===== src/pkg/pixel_logic_pkg.sv =====
// Constants, types and helpers for the pixel logic, compare and stats block
package pixel_logic_pkg;

    localparam int         PIX_W          = 8;
    localparam int         DEF_CHANNELS   = 3;
    localparam int         DEF_MAX_PIXELS = 2073600;
    localparam logic [7:0] CMP_TRUE       = 8'hff;
    localparam logic [7:0] CMP_FALSE      = 8'h00;
    localparam logic [7:0] MASK_OFF       = 8'h00;
    localparam logic [2:0] SQRT_TOP       = 3'h7;

    typedef enum logic [2:0] {
        mode_and, mode_and_masked, mode_cmp_images,
        mode_cmp_scalar, mode_stats, mode_stats_masked
    } op_mode_t;

    typedef enum logic [2:0] {
        rel_equal, rel_greater, rel_greater_equal,
        rel_less, rel_less_equal, rel_not_equal
    } relation_t;

    typedef enum logic [2:0] {
        st_accumulate, st_launch_sum, st_wait_sum,
        st_launch_sq, st_wait_sq, st_root, st_finish
    } stats_state_t;

    function automatic logic rel_holds(input logic [7:0] a,
                                       input logic [7:0] b,
                                       input relation_t  rel);
        case (rel)
            rel_equal:         return a == b;
            rel_greater:       return a > b;
            rel_greater_equal: return a >= b;
            rel_less:          return a < b;
            rel_less_equal:    return a <= b;
            rel_not_equal:     return a != b;
            default:           return 1'b0;
        endcase
    endfunction

    function automatic logic uses_mask(input op_mode_t m);
        return (m == mode_and_masked) || (m == mode_stats_masked);
    endfunction

    function automatic logic uses_second(input op_mode_t m);
        return (m == mode_and) || (m == mode_and_masked) ||
               (m == mode_cmp_images);
    endfunction

    function automatic logic is_stats(input op_mode_t m);
        return (m == mode_stats) || (m == mode_stats_masked);
    endfunction

endpackage


===== src/verilog/pixel_logic_compare_stats.sv =====
// Pixel AND, compare and mean/deviation datapath on valid/ready streams
`timescale 1ns/100ps
module pixel_logic_compare_stats
    import pixel_logic_pkg::*;
#(
    parameter int CH         = DEF_CHANNELS,
    parameter int MAX_PIXELS = DEF_MAX_PIXELS
) (
    input  wire logic              sys_clk_i,            // Clock, 40 MHz
    input  wire logic              resetn_i,             // Async reset, low
    input  wire op_mode_t          mode_i,               // Operation
    input  wire relation_t         relation_select_i,    // Compare relation
    input  wire logic [7:0]        scalar_value_i,       // Scalar operand
    input  wire logic              first_image_valid_i,  // First valid
    output logic                   first_image_ready_o,  // First ready
    input  wire logic [CH*8-1:0]   first_image_data_i,   // First pixel
    input  wire logic              first_image_last_i,   // Last of frame
    input  wire logic              second_image_valid_i, // Second valid
    output logic                   second_image_ready_o, // Second ready
    input  wire logic [CH*8-1:0]   second_image_data_i,  // Second pixel
    input  wire logic              mask_valid_i,         // Mask valid
    output logic                   mask_ready_o,         // Mask ready
    input  wire logic [7:0]        mask_data_i,          // Mask byte
    input  wire logic              fallback_valid_i,     // Fallback valid
    output logic                   fallback_ready_o,     // Fallback ready
    input  wire logic [CH*8-1:0]   fallback_data_i,      // Fallback pixel
    output logic                   result_valid_o,       // Result valid
    input  wire logic              result_ready_i,       // Result ready
    output logic [CH*8-1:0]        result_data_o,        // Result pixel
    output logic                   stats_busy_o,         // Stats computing
    output logic                   stats_done_o,         // Stats ready pulse
    output logic [CH*8-1:0]        stats_mean_o,         // Mean per channel
    output logic [CH*8-1:0]        stats_sdev_o          // Deviation
);
    localparam int CNT_W = $clog2(MAX_PIXELS + 1);
    localparam int SUM_W = PIX_W + CNT_W;
    localparam int SQ_W  = 2 * PIX_W + CNT_W;
    localparam int DW    = CH * PIX_W;
    localparam int CH_W  = (CH > 1) ? $clog2(CH) : 1;
    localparam int PW    = 2 * SQ_W;

    stats_state_t st_reg, st_next;

    //--------------------------------------------------------------
    // Stream join
    //--------------------------------------------------------------
    logic need_second, need_mask, need_fb, stats_mode, go_ok;
    logic second_ok, mask_ok, fb_ok, fire, mask_sel;
    logic result_valid_reg, result_valid_next;
    logic [DW-1:0] result_data_reg, result_data_next;

    always_comb begin
        need_second = uses_second(mode_i);
        need_mask   = uses_mask(mode_i);
        need_fb     = (mode_i == mode_and_masked);
        stats_mode  = is_stats(mode_i);
        // Stats stall the sources until the frame's results are out
        go_ok     = stats_mode ? (st_reg == st_accumulate)
                               : (!result_valid_reg || result_ready_i);
        second_ok = !need_second || second_image_valid_i;
        mask_ok   = !need_mask || mask_valid_i;
        fb_ok     = !need_fb || fallback_valid_i;
        fire      = go_ok && first_image_valid_i && second_ok &&
                    mask_ok && fb_ok;
        mask_sel  = !need_mask || (mask_data_i != MASK_OFF);
    end

    // One pixel of each stream in use moves together
    assign first_image_ready_o  = go_ok && second_ok && mask_ok && fb_ok;
    assign second_image_ready_o = need_second && go_ok &&
                                  first_image_valid_i && mask_ok && fb_ok;
    assign mask_ready_o         = need_mask && go_ok &&
                                  first_image_valid_i && second_ok && fb_ok;
    assign fallback_ready_o     = need_fb && go_ok &&
                                  first_image_valid_i && second_ok && mask_ok;

    //--------------------------------------------------------------
    // Pixel operations
    //--------------------------------------------------------------
    logic [DW-1:0] and_pix, pix_calc;
    logic          cmp_hit;

    genvar g;
    generate
        for (g = 0; g < CH; g++) begin : g_and
            assign and_pix[g*PIX_W +: PIX_W] =
                first_image_data_i[g*PIX_W +: PIX_W] &
                second_image_data_i[g*PIX_W +: PIX_W];
        end
    endgenerate

    always_comb begin
        cmp_hit = rel_holds(first_image_data_i[PIX_W-1:0],
                            (mode_i == mode_cmp_scalar) ? scalar_value_i
                                : second_image_data_i[PIX_W-1:0],
                            relation_select_i);
        case (mode_i)
            mode_and:        pix_calc = and_pix;
            mode_and_masked: pix_calc = mask_sel ? and_pix
                                                 : fallback_data_i;
            mode_cmp_images,
            mode_cmp_scalar: pix_calc = DW'(cmp_hit ? CMP_TRUE
                                                    : CMP_FALSE);
            default:         pix_calc = '0;
        endcase
        result_valid_next = result_valid_reg;
        result_data_next  = result_data_reg;
        if (fire && !stats_mode) begin
            result_valid_next = 1'b1;
            result_data_next  = pix_calc;
        end else if (result_ready_i) begin
            result_valid_next = 1'b0;
        end
    end

    always_ff @(posedge sys_clk_i or negedge resetn_i) begin
        if (!resetn_i) begin
            result_valid_reg <= 1'b0;
            result_data_reg  <= '0;
        end else begin
            result_valid_reg <= result_valid_next;
            result_data_reg  <= result_data_next;
        end
    end

    assign result_valid_o = result_valid_reg;
    assign result_data_o  = result_data_reg;

    //--------------------------------------------------------------
    // Statistics
    //--------------------------------------------------------------
    logic [CNT_W-1:0] cnt_reg, cnt_next;
    logic [SUM_W-1:0] sum_reg [CH];
    logic [SUM_W-1:0] sum_next [CH];
    logic [SQ_W-1:0]  sq_reg [CH];
    logic [SQ_W-1:0]  sq_next [CH];
    logic [CH_W-1:0]  ch_reg, ch_next;
    logic [DW-1:0]    mean_reg, mean_next, sdev_reg, sdev_next;
    logic [15:0]      var_reg, var_next;
    logic [7:0]       root_reg, root_next, trial;
    logic [2:0]       bit_reg, bit_next;
    logic             done_reg, done_next;
    logic             div_start, div_done;
    logic [SQ_W-1:0]  div_q, div_dividend;

    assign div_start    = (st_reg == st_launch_sum) ||
                          (st_reg == st_launch_sq);
    assign div_dividend = (st_reg == st_launch_sq) ? sq_reg[ch_reg]
                                                   : SQ_W'(sum_reg[ch_reg]);

    pixel_stats_divider #(
        .W          (SQ_W)
    ) u_divider (
        .sys_clk_i  (sys_clk_i),
        .resetn_i   (resetn_i),
        .start_i    (div_start),
        .dividend_i (div_dividend),
        .divisor_i  (SQ_W'(cnt_reg)),
        .done_o     (div_done),
        .quotient_o (div_q)
    );

    always_comb begin
        logic [15:0] px;
        logic [7:0]  m;
        px        = '0;
        m         = mean_reg[ch_reg*PIX_W +: PIX_W];
        st_next   = st_reg;
        ch_next   = ch_reg;
        cnt_next  = cnt_reg;
        sum_next  = sum_reg;
        sq_next   = sq_reg;
        mean_next = mean_reg;
        sdev_next = sdev_reg;
        var_next  = var_reg;
        root_next = root_reg;
        bit_next  = bit_reg;
        done_next = 1'b0;
        trial     = root_reg | (8'h01 << bit_reg);
        case (st_reg)
            st_accumulate: begin
                if (fire && stats_mode) begin
                    if (mask_sel) begin
                        cnt_next = cnt_reg + 1'b1;
                        for (int c = 0; c < CH; c++) begin
                            px = {8'h00, first_image_data_i[c*PIX_W +: PIX_W]};
                            sum_next[c] = sum_reg[c] + SUM_W'(px);
                            sq_next[c]  = sq_reg[c] + SQ_W'(px * px);
                        end
                    end
                    if (first_image_last_i) begin
                        st_next = st_launch_sum;
                        ch_next = '0;
                    end
                end
            end
            st_launch_sum: st_next = st_wait_sum;
            st_wait_sum: begin
                if (div_done) begin
                    mean_next[ch_reg*PIX_W +: PIX_W] = div_q[7:0];
                    st_next = st_launch_sq;
                end
            end
            st_launch_sq: st_next = st_wait_sq;
            st_wait_sq: begin
                if (div_done) begin
                    // Mean square minus squared mean, never negative
                    var_next  = div_q[15:0] - ({8'h00, m} * {8'h00, m});
                    root_next = '0;
                    bit_next  = SQRT_TOP;
                    st_next   = st_root;
                end
            end
            st_root: begin
                if ({8'h00, trial} * {8'h00, trial} <= var_reg) begin
                    root_next = trial;
                end
                bit_next = bit_reg - 1'b1;
                if (bit_reg == '0) begin
                    sdev_next[ch_reg*PIX_W +: PIX_W] = root_next;
                    if (ch_reg == CH_W'(CH - 1)) begin
                        st_next = st_finish;
                    end else begin
                        ch_next = ch_reg + 1'b1;
                        st_next = st_launch_sum;
                    end
                end
            end
            st_finish: begin
                done_next = 1'b1;
                cnt_next  = '0;
                for (int c = 0; c < CH; c++) begin
                    sum_next[c] = '0;
                    sq_next[c]  = '0;
                end
                st_next = st_accumulate;
            end
            default: st_next = st_accumulate;
        endcase
    end

    always_ff @(posedge sys_clk_i or negedge resetn_i) begin
        if (!resetn_i) begin
            st_reg   <= st_accumulate;
            ch_reg   <= '0;
            cnt_reg  <= '0;
            mean_reg <= '0;
            sdev_reg <= '0;
            var_reg  <= '0;
            root_reg <= '0;
            bit_reg  <= '0;
            done_reg <= 1'b0;
            for (int c = 0; c < CH; c++) begin
                sum_reg[c] <= '0;
                sq_reg[c]  <= '0;
            end
        end else begin
            st_reg   <= st_next;
            ch_reg   <= ch_next;
            cnt_reg  <= cnt_next;
            mean_reg <= mean_next;
            sdev_reg <= sdev_next;
            var_reg  <= var_next;
            root_reg <= root_next;
            bit_reg  <= bit_next;
            done_reg <= done_next;
            sum_reg  <= sum_next;
            sq_reg   <= sq_next;
        end
    end

    assign stats_busy_o = (st_reg != st_accumulate);
    assign stats_done_o = done_reg;
    assign stats_mean_o = mean_reg;
    assign stats_sdev_o = sdev_reg;

    logic [PW-1:0] prod_lo, prod_hi;
    assign prod_lo = PW'(div_q) * PW'(cnt_reg);
    assign prod_hi = prod_lo + PW'(cnt_reg);
endmodule


===== src/verilog/pixel_stats_divider.sv =====
// Restoring unsigned divider, one quotient bit per clock
`timescale 1ns/100ps
module pixel_stats_divider
    import pixel_logic_pkg::*;
#(
    parameter int W = 16
) (
    input  wire logic         sys_clk_i,   // System clock
    input  wire logic         resetn_i,    // Async reset, active low
    input  wire logic         start_i,     // Load dividend, one pulse
    input  wire logic [W-1:0] dividend_i,  // Dividend
    input  wire logic [W-1:0] divisor_i,   // Divisor, held while busy
    output logic              done_o,      // Quotient ready, one pulse
    output logic [W-1:0]      quotient_o   // Quotient
);
    localparam int CW = $clog2(W + 1);

    logic [W-1:0]  rem_reg, rem_next, quo_reg, quo_next;
    logic [CW-1:0] cnt_reg, cnt_next;
    logic          busy_reg, busy_next, done_reg, done_next;
    logic [W:0]    shifted, diff;

    always_comb begin
        shifted   = {rem_reg, quo_reg[W-1]};
        diff      = shifted - {1'b0, divisor_i};
        rem_next  = rem_reg;
        quo_next  = quo_reg;
        cnt_next  = cnt_reg;
        busy_next = busy_reg;
        done_next = 1'b0;
        if (start_i) begin
            rem_next  = '0;
            quo_next  = dividend_i;
            cnt_next  = CW'(W);
            busy_next = 1'b1;
        end else if (busy_reg) begin
            rem_next = diff[W] ? shifted[W-1:0] : diff[W-1:0];
            quo_next = {quo_reg[W-2:0], ~diff[W]};
            cnt_next = cnt_reg - 1'b1;
            if (cnt_reg == CW'(1)) begin
                busy_next = 1'b0;
                done_next = 1'b1;
            end
        end
    end

    always_ff @(posedge sys_clk_i or negedge resetn_i) begin
        if (!resetn_i) begin
            rem_reg  <= '0;
            quo_reg  <= '0;
            cnt_reg  <= '0;
            busy_reg <= 1'b0;
            done_reg <= 1'b0;
        end else begin
            rem_reg  <= rem_next;
            quo_reg  <= quo_next;
            cnt_reg  <= cnt_next;
            busy_reg <= busy_next;
            done_reg <= done_next;
        end
    end

    assign done_o     = done_reg;
    assign quotient_o = quo_reg;
endmodule

===== config.mk =====
export PLATFORM = sky130hd
export DESIGN_NAME = pixel_logic_compare_stats
export DESIGN_NICKNAME = d
export VERILOG_FILES = /design/src/pkg/pixel_logic_pkg.sv /design/src/verilog/pixel_logic_compare_stats.sv /design/src/verilog/pixel_stats_divider.sv
export SDC_FILE = /design/constraint.sdc
export NUM_CORES = 2
export LEC_CHECK = 0
export BUFFER_PORTS_ARGS = -buffer_cell sky130_fd_sc_hd__buf_2
export CORE_MARGIN = 8
export CORE_UTILIZATION = 35
export DETAILED_ROUTE_END_ITERATION = 10
export PLACE_DENSITY = 0.53
export RECOVER_POWER = 50
export SYNTH_ARGS = -nofsm -noshare
export SYNTH_HDL_FRONTEND = slang
export SYNTH_SLANG_ARGS = --single-unit

===== constraint.sdc =====
create_clock -name sys_clk_i -period 11.1 [get_ports sys_clk_i]
set_clock_uncertainty 0.15 [all_clocks]
set_input_delay 1.665 -clock sys_clk_i [delete_from_list [all_inputs] [get_ports sys_clk_i]]
set_output_delay 1.665 -clock sys_clk_i [all_outputs]
set_load 0.02 [all_outputs]

Word level (Yosys, flattened, before mapping):

Index checks and enable logic that the tools add are counted.

* input port bits: 102
* logic and storage cells: 197
* register bits: 407
* output and inout port bits: 79

* $mul: 5
* equality and inequality tests: 27
* add/subtract/negate cells: 13
* mux-type cells: 58
* bitwise logic cells: 6
* magnitude comparators: 6
* reduce and logical (&&, ||, !) cells: 55
* shift-type cells: 5

Operators with widths (number)
* 37-bit two-way mux: 8
* 111-bit two-way mux: 2
* 111-bit one-hot mux with 2 select lines: 1
* 87-bit two-way mux: 2
* 87-bit one-hot mux with 2 select lines: 1
* 37-bit by 16-bit adder with 37-bit output: 3
* 29-bit by 8-bit adder with 29-bit output: 3
* 8-bit by 8-bit multiplier with 16-bit output: 5
* 37-bit binary-select mux with 2-bit select: 1
* 24-bit one-hot mux with 3 select lines: 1
* 8-bit by 34-bit variable part select with 24-bit output: 2
* 29-bit binary-select mux with 2-bit select: 1
* 29-bit two-way mux: 2
* 24-bit bitwise mux: 2
* 21-bit two-way mux: 2
* 21-bit one-hot mux with 2 select lines: 1
* 8-bit two-way mux: 5
* 38-bit by 21-bit subtractor with 38-bit output: 1
* 5-bit negation with 34-bit output: 1
* 8-bit by 34-bit variable shift with 24-bit output (first input constant): 1
* 8-bit AND: 3
* 24-bit two-way mux: 1
* 24-bit by 6-bit variable part select with 8-bit output: 1
* 21-bit by 1-bit adder with 21-bit output (second input constant): 1
* other kinds (43): 124

Longest topological paths before layout:

* depth in word-level cells: 11
* mapped depth: 30
* depth with buffers taken out: 30

Hierarchy:

From an unflattened synthesis, not the netlist that was laid out.

* cell total of the unflattened synthesis: 3780
* area total of the unflattened synthesis: 34149.0 um2

By module, submodules not included
* pixel_logic_compare_stats: cells an instance 3069, area each 27945.6 um2, seq. area each 8132.8 um2, times used 1
* pixel_stats_divider: cells an instance 711, area each 6203.4 um2, seq. area each 2052.0 um2, times used 1

Least setup slack after synthesis:

Ideal clock, no wire load.

* kind: in2reg
* start: in first_image_data_i[19]
* end: reg sq_reg[25] (netlist name)
* slack: 4.635 ns
* stages on the path: 18
* required time: 10.818 ns
* arrival: 6.183 ns
* path through: clkbuf_1 nand2_1 fa_1 inv_1 fa_1 ha_1 inv_1 fa_1 inv_1 fa_1 a21o_1 a21o_1 a21oi_1 o21ai_1 a2111oi_1 nor3_1 xnor2_1 nor2_1

* longest elaborated chain between the ends: 5

RTL lines
* start, declared: RTL line pixel_logic_compare_stats.sv:16 `input wire logic [CH*8-1:0] first_image_data_i,`
* 8-bit by 8-bit multiplier with 16-bit output: RTL line pixel_logic_compare_stats.sv:188 `sq_next[c] = sq_reg[c] + SQ_W'(px * px);`
* 37-bit by 16-bit adder with 37-bit output: RTL line pixel_logic_compare_stats.sv:188
* 111-bit two-way mux: RTL line pixel_logic_compare_stats.sv:183 `if (mask_sel) begin`
* 111-bit two-way mux: RTL line pixel_logic_compare_stats.sv:182 `if (fire && stats_mode) begin`
* 111-bit one-hot mux with 2 select lines: RTL line pixel_logic_compare_stats.sv:180 `case (st_reg)`
* end signal, assigned: RTL line pixel_logic_compare_stats.sv:268 `sq_reg <= sq_next;`
* end, declared: RTL line pixel_logic_compare_stats.sv:135 `logic [SQ_W-1:0] sq_reg [CH];`

No other way between the ends. The select of a mux whose other input is x is not followed.
A chain may end at the register's enable or synchronous reset.

Worst setup path after layout:

* start: reg st_reg[1]
* end: reg sq_reg[73] (netlist name)

* longest elaborated chain between the ends: 9
* elaborated cells on any way between the ends: 13
* classes of those cells: eq/ne: 3; mux: 2; reduce/logical: 8

RTL lines
* start, declared: RTL line pixel_logic_compare_stats.sv:42 `stats_state_t st_reg, st_next;`
* start signal, assigned: RTL line pixel_logic_compare_stats.sv:244 `st_reg <= st_accumulate;`
* start signal, assigned: RTL line pixel_logic_compare_stats.sv:258 `st_reg <= st_next;`
* 3-bit logical NOT: RTL line pixel_logic_compare_stats.sv:58, pixel_logic_compare_stats.sv:180
* 1-bit two-way mux: RTL line pixel_logic_compare_stats.sv:58 `go_ok = stats_mode ? (st_reg == st_accumulate)`
* 1-bit logical AND (3 in a row): RTL line pixel_logic_compare_stats.sv:63 `fire = go_ok && first_image_valid_i && second_ok &&`
* 1-bit logical AND: RTL line pixel_logic_compare_stats.sv:64 `mask_ok && fb_ok;`
* 1-bit logical AND: RTL line pixel_logic_compare_stats.sv:182
* 2-bit by 1-bit inequality test with 1-bit output (no source line)
* 3-bit AND reduction (no source line)

Parallel ways exist; a longest one is shown, timed or not.

==> flow_summary.yaml <==
worst_setup_path:
  cp.required_ns: 11.46
  cell_chain_of_the_critical_path: "clkbuf_1, nand3b_1, clkbuf_1, clkinvlp_2, buf_4, o21ai_1, nor2_1, o31a_1, o21ai_0, mux2i_1"
  cpMaxStageDelayCell: "sky130_fd_sc_hd__clkbuf_1"
  critPathMostFrequentCell: "sky130_fd_sc_hd__clkbuf_1"
  startpoint_type: "flip-flop"
  cp.buffers_inverters: 4
  crit_path_end_kind: "flip-flop"
  timing.critical_path.fanout_max: 75
  critPathMaxStageDelay_ns: 2.76
  arrival_time_of_the_worst_setup_path_ns: 9.29
  critical_path.top_delay_family: "buffers and inverters"
  worstSetupPathType: "reg2reg"
global_route:
  grt_antenna_before_repair: 1
  number_of_global_route_vias_before_repair: 27300
  wire_length_of_the_first_global_routing_pass_mm: 152
  grt_max_degree: 99
  gr-total-overflow: 0
  grt_util_all_layers_pct: 17.4
run_status:
  violated_checks: "capacitance limit, slew limit"
  status: "complete, but fails checks"
pwr:
  share_comb_of_total_power_pct: 21.1
  internal-power_uw: 2930
  vdd_ir_drop_max_mv: 0.0943
  p_seq_share_pct: 35.9
  netSwitchingPower_uw: 1240
  power_switching_share_pct: 29.7
  p_per_area_nw_per_um2: 112
  p_clk_share_pct: 43.0
  power.static_leakage_uw: 0.0173
cts:
  htree_levels: 2
  postCtsResizedCells: 0
  clock-sinks: 407
  cts_root_buf: "sky130_fd_sc_hd__clkbuf_16"
  tritoncts_clock_tree: "done"
  clock_insertion_delay_worst_skew_ns: 0.61
  postcts_setup_bufs: 0
  cts.hold.buffers_added: 0
  cts_buffers: 52
  clk_pin_slew_ns: 0.06
  clk_path_buf_depth: 3
die:
  start_util_pct: 35.2
  die_area_um2: 106000
  die_height_um: 325
  core-area_um2: 94900
  row_count: 113
  chipWidth_um: 325
  io_pins: 181
layout:
  ratio_of_cells_with_drive_above_1_in_the_final_layout_pct: 7.91
  fillCellCount: 9586
  final_cells: 5133
  largest_reg_flops: 111
  area.growth.synth_to_final_pct: 11.5
  final_nets: 4380
timing:
  maxClockFrequency_mhz: 112
  finalHoldViolations: 0
  final_max_slew_viol_count: 323
  grt_setup_unrepaired: "no"
  worst_slew_pin_slew_ns: 5.31
  relSlewSlack_pct: -254
  totalNegativeSetupSlack_ns: 0
  timing.final.setup_violations: 0
  min_period_over_period_pct: 80.4
  final_period_minus_worst_setup_slack_ns: 8.92
logic_synthesis:
  synth_enable_flop_cells: 0
  synthesis.instances: 3714
  yosys.cell_types.count: 91
  ys.flop_type: "sky130_fd_sc_hd__dfrtp_1"
  synth.most_common_cell: "sky130_fd_sc_hd__dfrtp_1"
  ys_seq_area_share_pct: 30.5
  synth-async-reset-ratio_pct: 100
  post_synth_most_frequent_cells: "sky130_fd_sc_hd__dfrtp_1 (407), sky130_fd_sc_hd__nand2_1 (388), sky130_fd_sc_hd__inv_1 (363), sky130_fd_sc_hd__ha_1 (272), sky130_fd_sc_hd__o21ai_0 (232)"
  ys_top_cells_by_area: "sky130_fd_sc_hd__dfrtp_1 (30%), sky130_fd_sc_hd__fa_1 (11%), sky130_fd_sc_hd__ha_1 (10%)"
  synth.avg_cell_area_um2: 9.00
  synthesis.area_um2: 33400
  synthesis.yosys.warnings: 0
  mappedNetlistNets: 4269
  synth-seq-cells: 407
  synth.largest_area_cell: "sky130_fd_sc_hd__dfrtp_1"
  post-synth-top-area-fraction_pct: 30.5
routing:
  drt-initial-drc-count: 1565
  detail-route-antenna-nets: 0
  detailedRoute.firstPassIterationCount: 5
  vias: 27100
  wirelength_mm: 93.4
  drcViolationCount: 0
  post_drt_wl_per_cell_um: 18.2
  detail_route.vias_per_cell: 5.27
placement:
  numPortBuffers: 180
  detailedPlacementHpwl_mm: 68.7
  gp_congestion: 0.858
  post-place-cells: 5036
worst_hold_path:
  hold_class: "reg2reg"
flow_run:
  number_of_maximum_capacitance_constraint_violations: 5
[cells by family (layout without fill, tap and decap cells)]
| group | after synthesis | in the layout | share of synthesized area, % |
|---|---|---|---|
| other | 0 | 1 | 0 |
| XOR/XNOR | 207 | 207 | 5.43 |
| AND/OR/NAND/NOR | 1191 | 1191 | 17.4 |
| AO/OA/AOI/OAI | 818 | 818 | 15.1 |
| buffers and inverters | 524 | 677 | 5.95 |
| multiplexers | 114 | 114 | 4.53 |
| flip-flops | 407 | 407 | 30.5 |
| adder cells (fa/ha/maj) | 453 | 453 | 21.0 |
[cells in the final DEF, fill, tap and decap left out, drive strengths merged, types with 141 or more instances in the layout]
master	n
a21oi	220
clkbuf	147
dfrtp	407
fa	181
ha	272
inv	365
nand2	389
nand3	160
nor2	230
o21ai	283
xnor2	141
[metal layers]
| metal | wire length [µm] | track usage (%) | share of wire [%] |
|---|---|---|---|
| met1 | 44800 | 24.6 | 48 |
| met2 | 43200 | 28.7 | 46 |
| met3 | 3450 | 1.84 | 3.7 |
| met4 | 1930 | 3.96 | 2.1 |
| met5 | 0 | 0 | 0 |
[area by class of cell]
cell class | instances | area (µm²) | share of cell area, %
diodes | 1 | 2.50 | 0.00672
clock buffers | 68 | 1470 | 3.95
clock inverters | 28 | 328 | 0.880
inverters | 366 | 1380 | 3.69
multi-input cells | 2783 | 21300 | 57.1
flip-flops and latches | 407 | 10200 | 27.4
well taps | 1265 | 1580 | 4.25
repair buffers | 215 | 1050 | 2.82
[path summary, 6_finish.rpt]
check	from	to	slack, ns	depth (start not counted)
worst max-delay path	st_reg[1]	sq_reg[73]	2.18	10
worst min-delay path	var_reg[8]	var_reg[8]	0.33	1
worst max register to register	st_reg[1]	sq_reg[73]	2.18	10
worst min register to register	var_reg[8]	var_reg[8]	0.33	1
max in group asynchronous	resetn_i	ch_reg[1]	4.16	3
min in group asynchronous	resetn_i	u_divider.rem_reg[36]	2.86	1
[power by group through the flow]
stage	Clock [µW]	Sequential [µW]	Combinational (µW)
2_1_floorplan	0	1530	647
3_3_place_gp	0	1520	884
3_5_place_dp	0	1520	891
4_1_cts	1850	1500	896
5_1_grt	1900	1500	1020
6_report	1790	1500	880
[worst register-to-register path: stages (launching register included)]
cell,delay (ns)
sky130_fd_sc_hd__dfrtp_1,0.36
sky130_fd_sc_hd__clkbuf_1,0.74
sky130_fd_sc_hd__nand3b_1,0.35
sky130_fd_sc_hd__clkbuf_1,2.76
sky130_fd_sc_hd__clkinvlp_2,2.52
sky130_fd_sc_hd__buf_4,0.71
sky130_fd_sc_hd__o21ai_1,0.47
sky130_fd_sc_hd__nor2_1,0.19
sky130_fd_sc_hd__o31a_1,0.16
sky130_fd_sc_hd__o21ai_0,0.22
sky130_fd_sc_hd__mux2i_1,0.21
[stage by stage]
step / utilization [%] / cell area, µm² / power, µW / setup slack [ns] / hold WS [ns]
after global placement: 37.5 / 35600 / 2410 / 3.61 / 0.314
after global routing: 39.3 / 37300 / 4420 / 1.57 / 0.356
final: 39.3 / 37300 / 4170 / 2.18 / 0.329
after CTS: 39.4 / 37400 / 4240 / 3.42 / 0.333
after detailed placement: 37.5 / 35600 / 2410 / 3.45 / 0.320
after floorplan: - / 33400 / 2180 / 4.64 / 0.299
(Power assumes the default switching activity.)
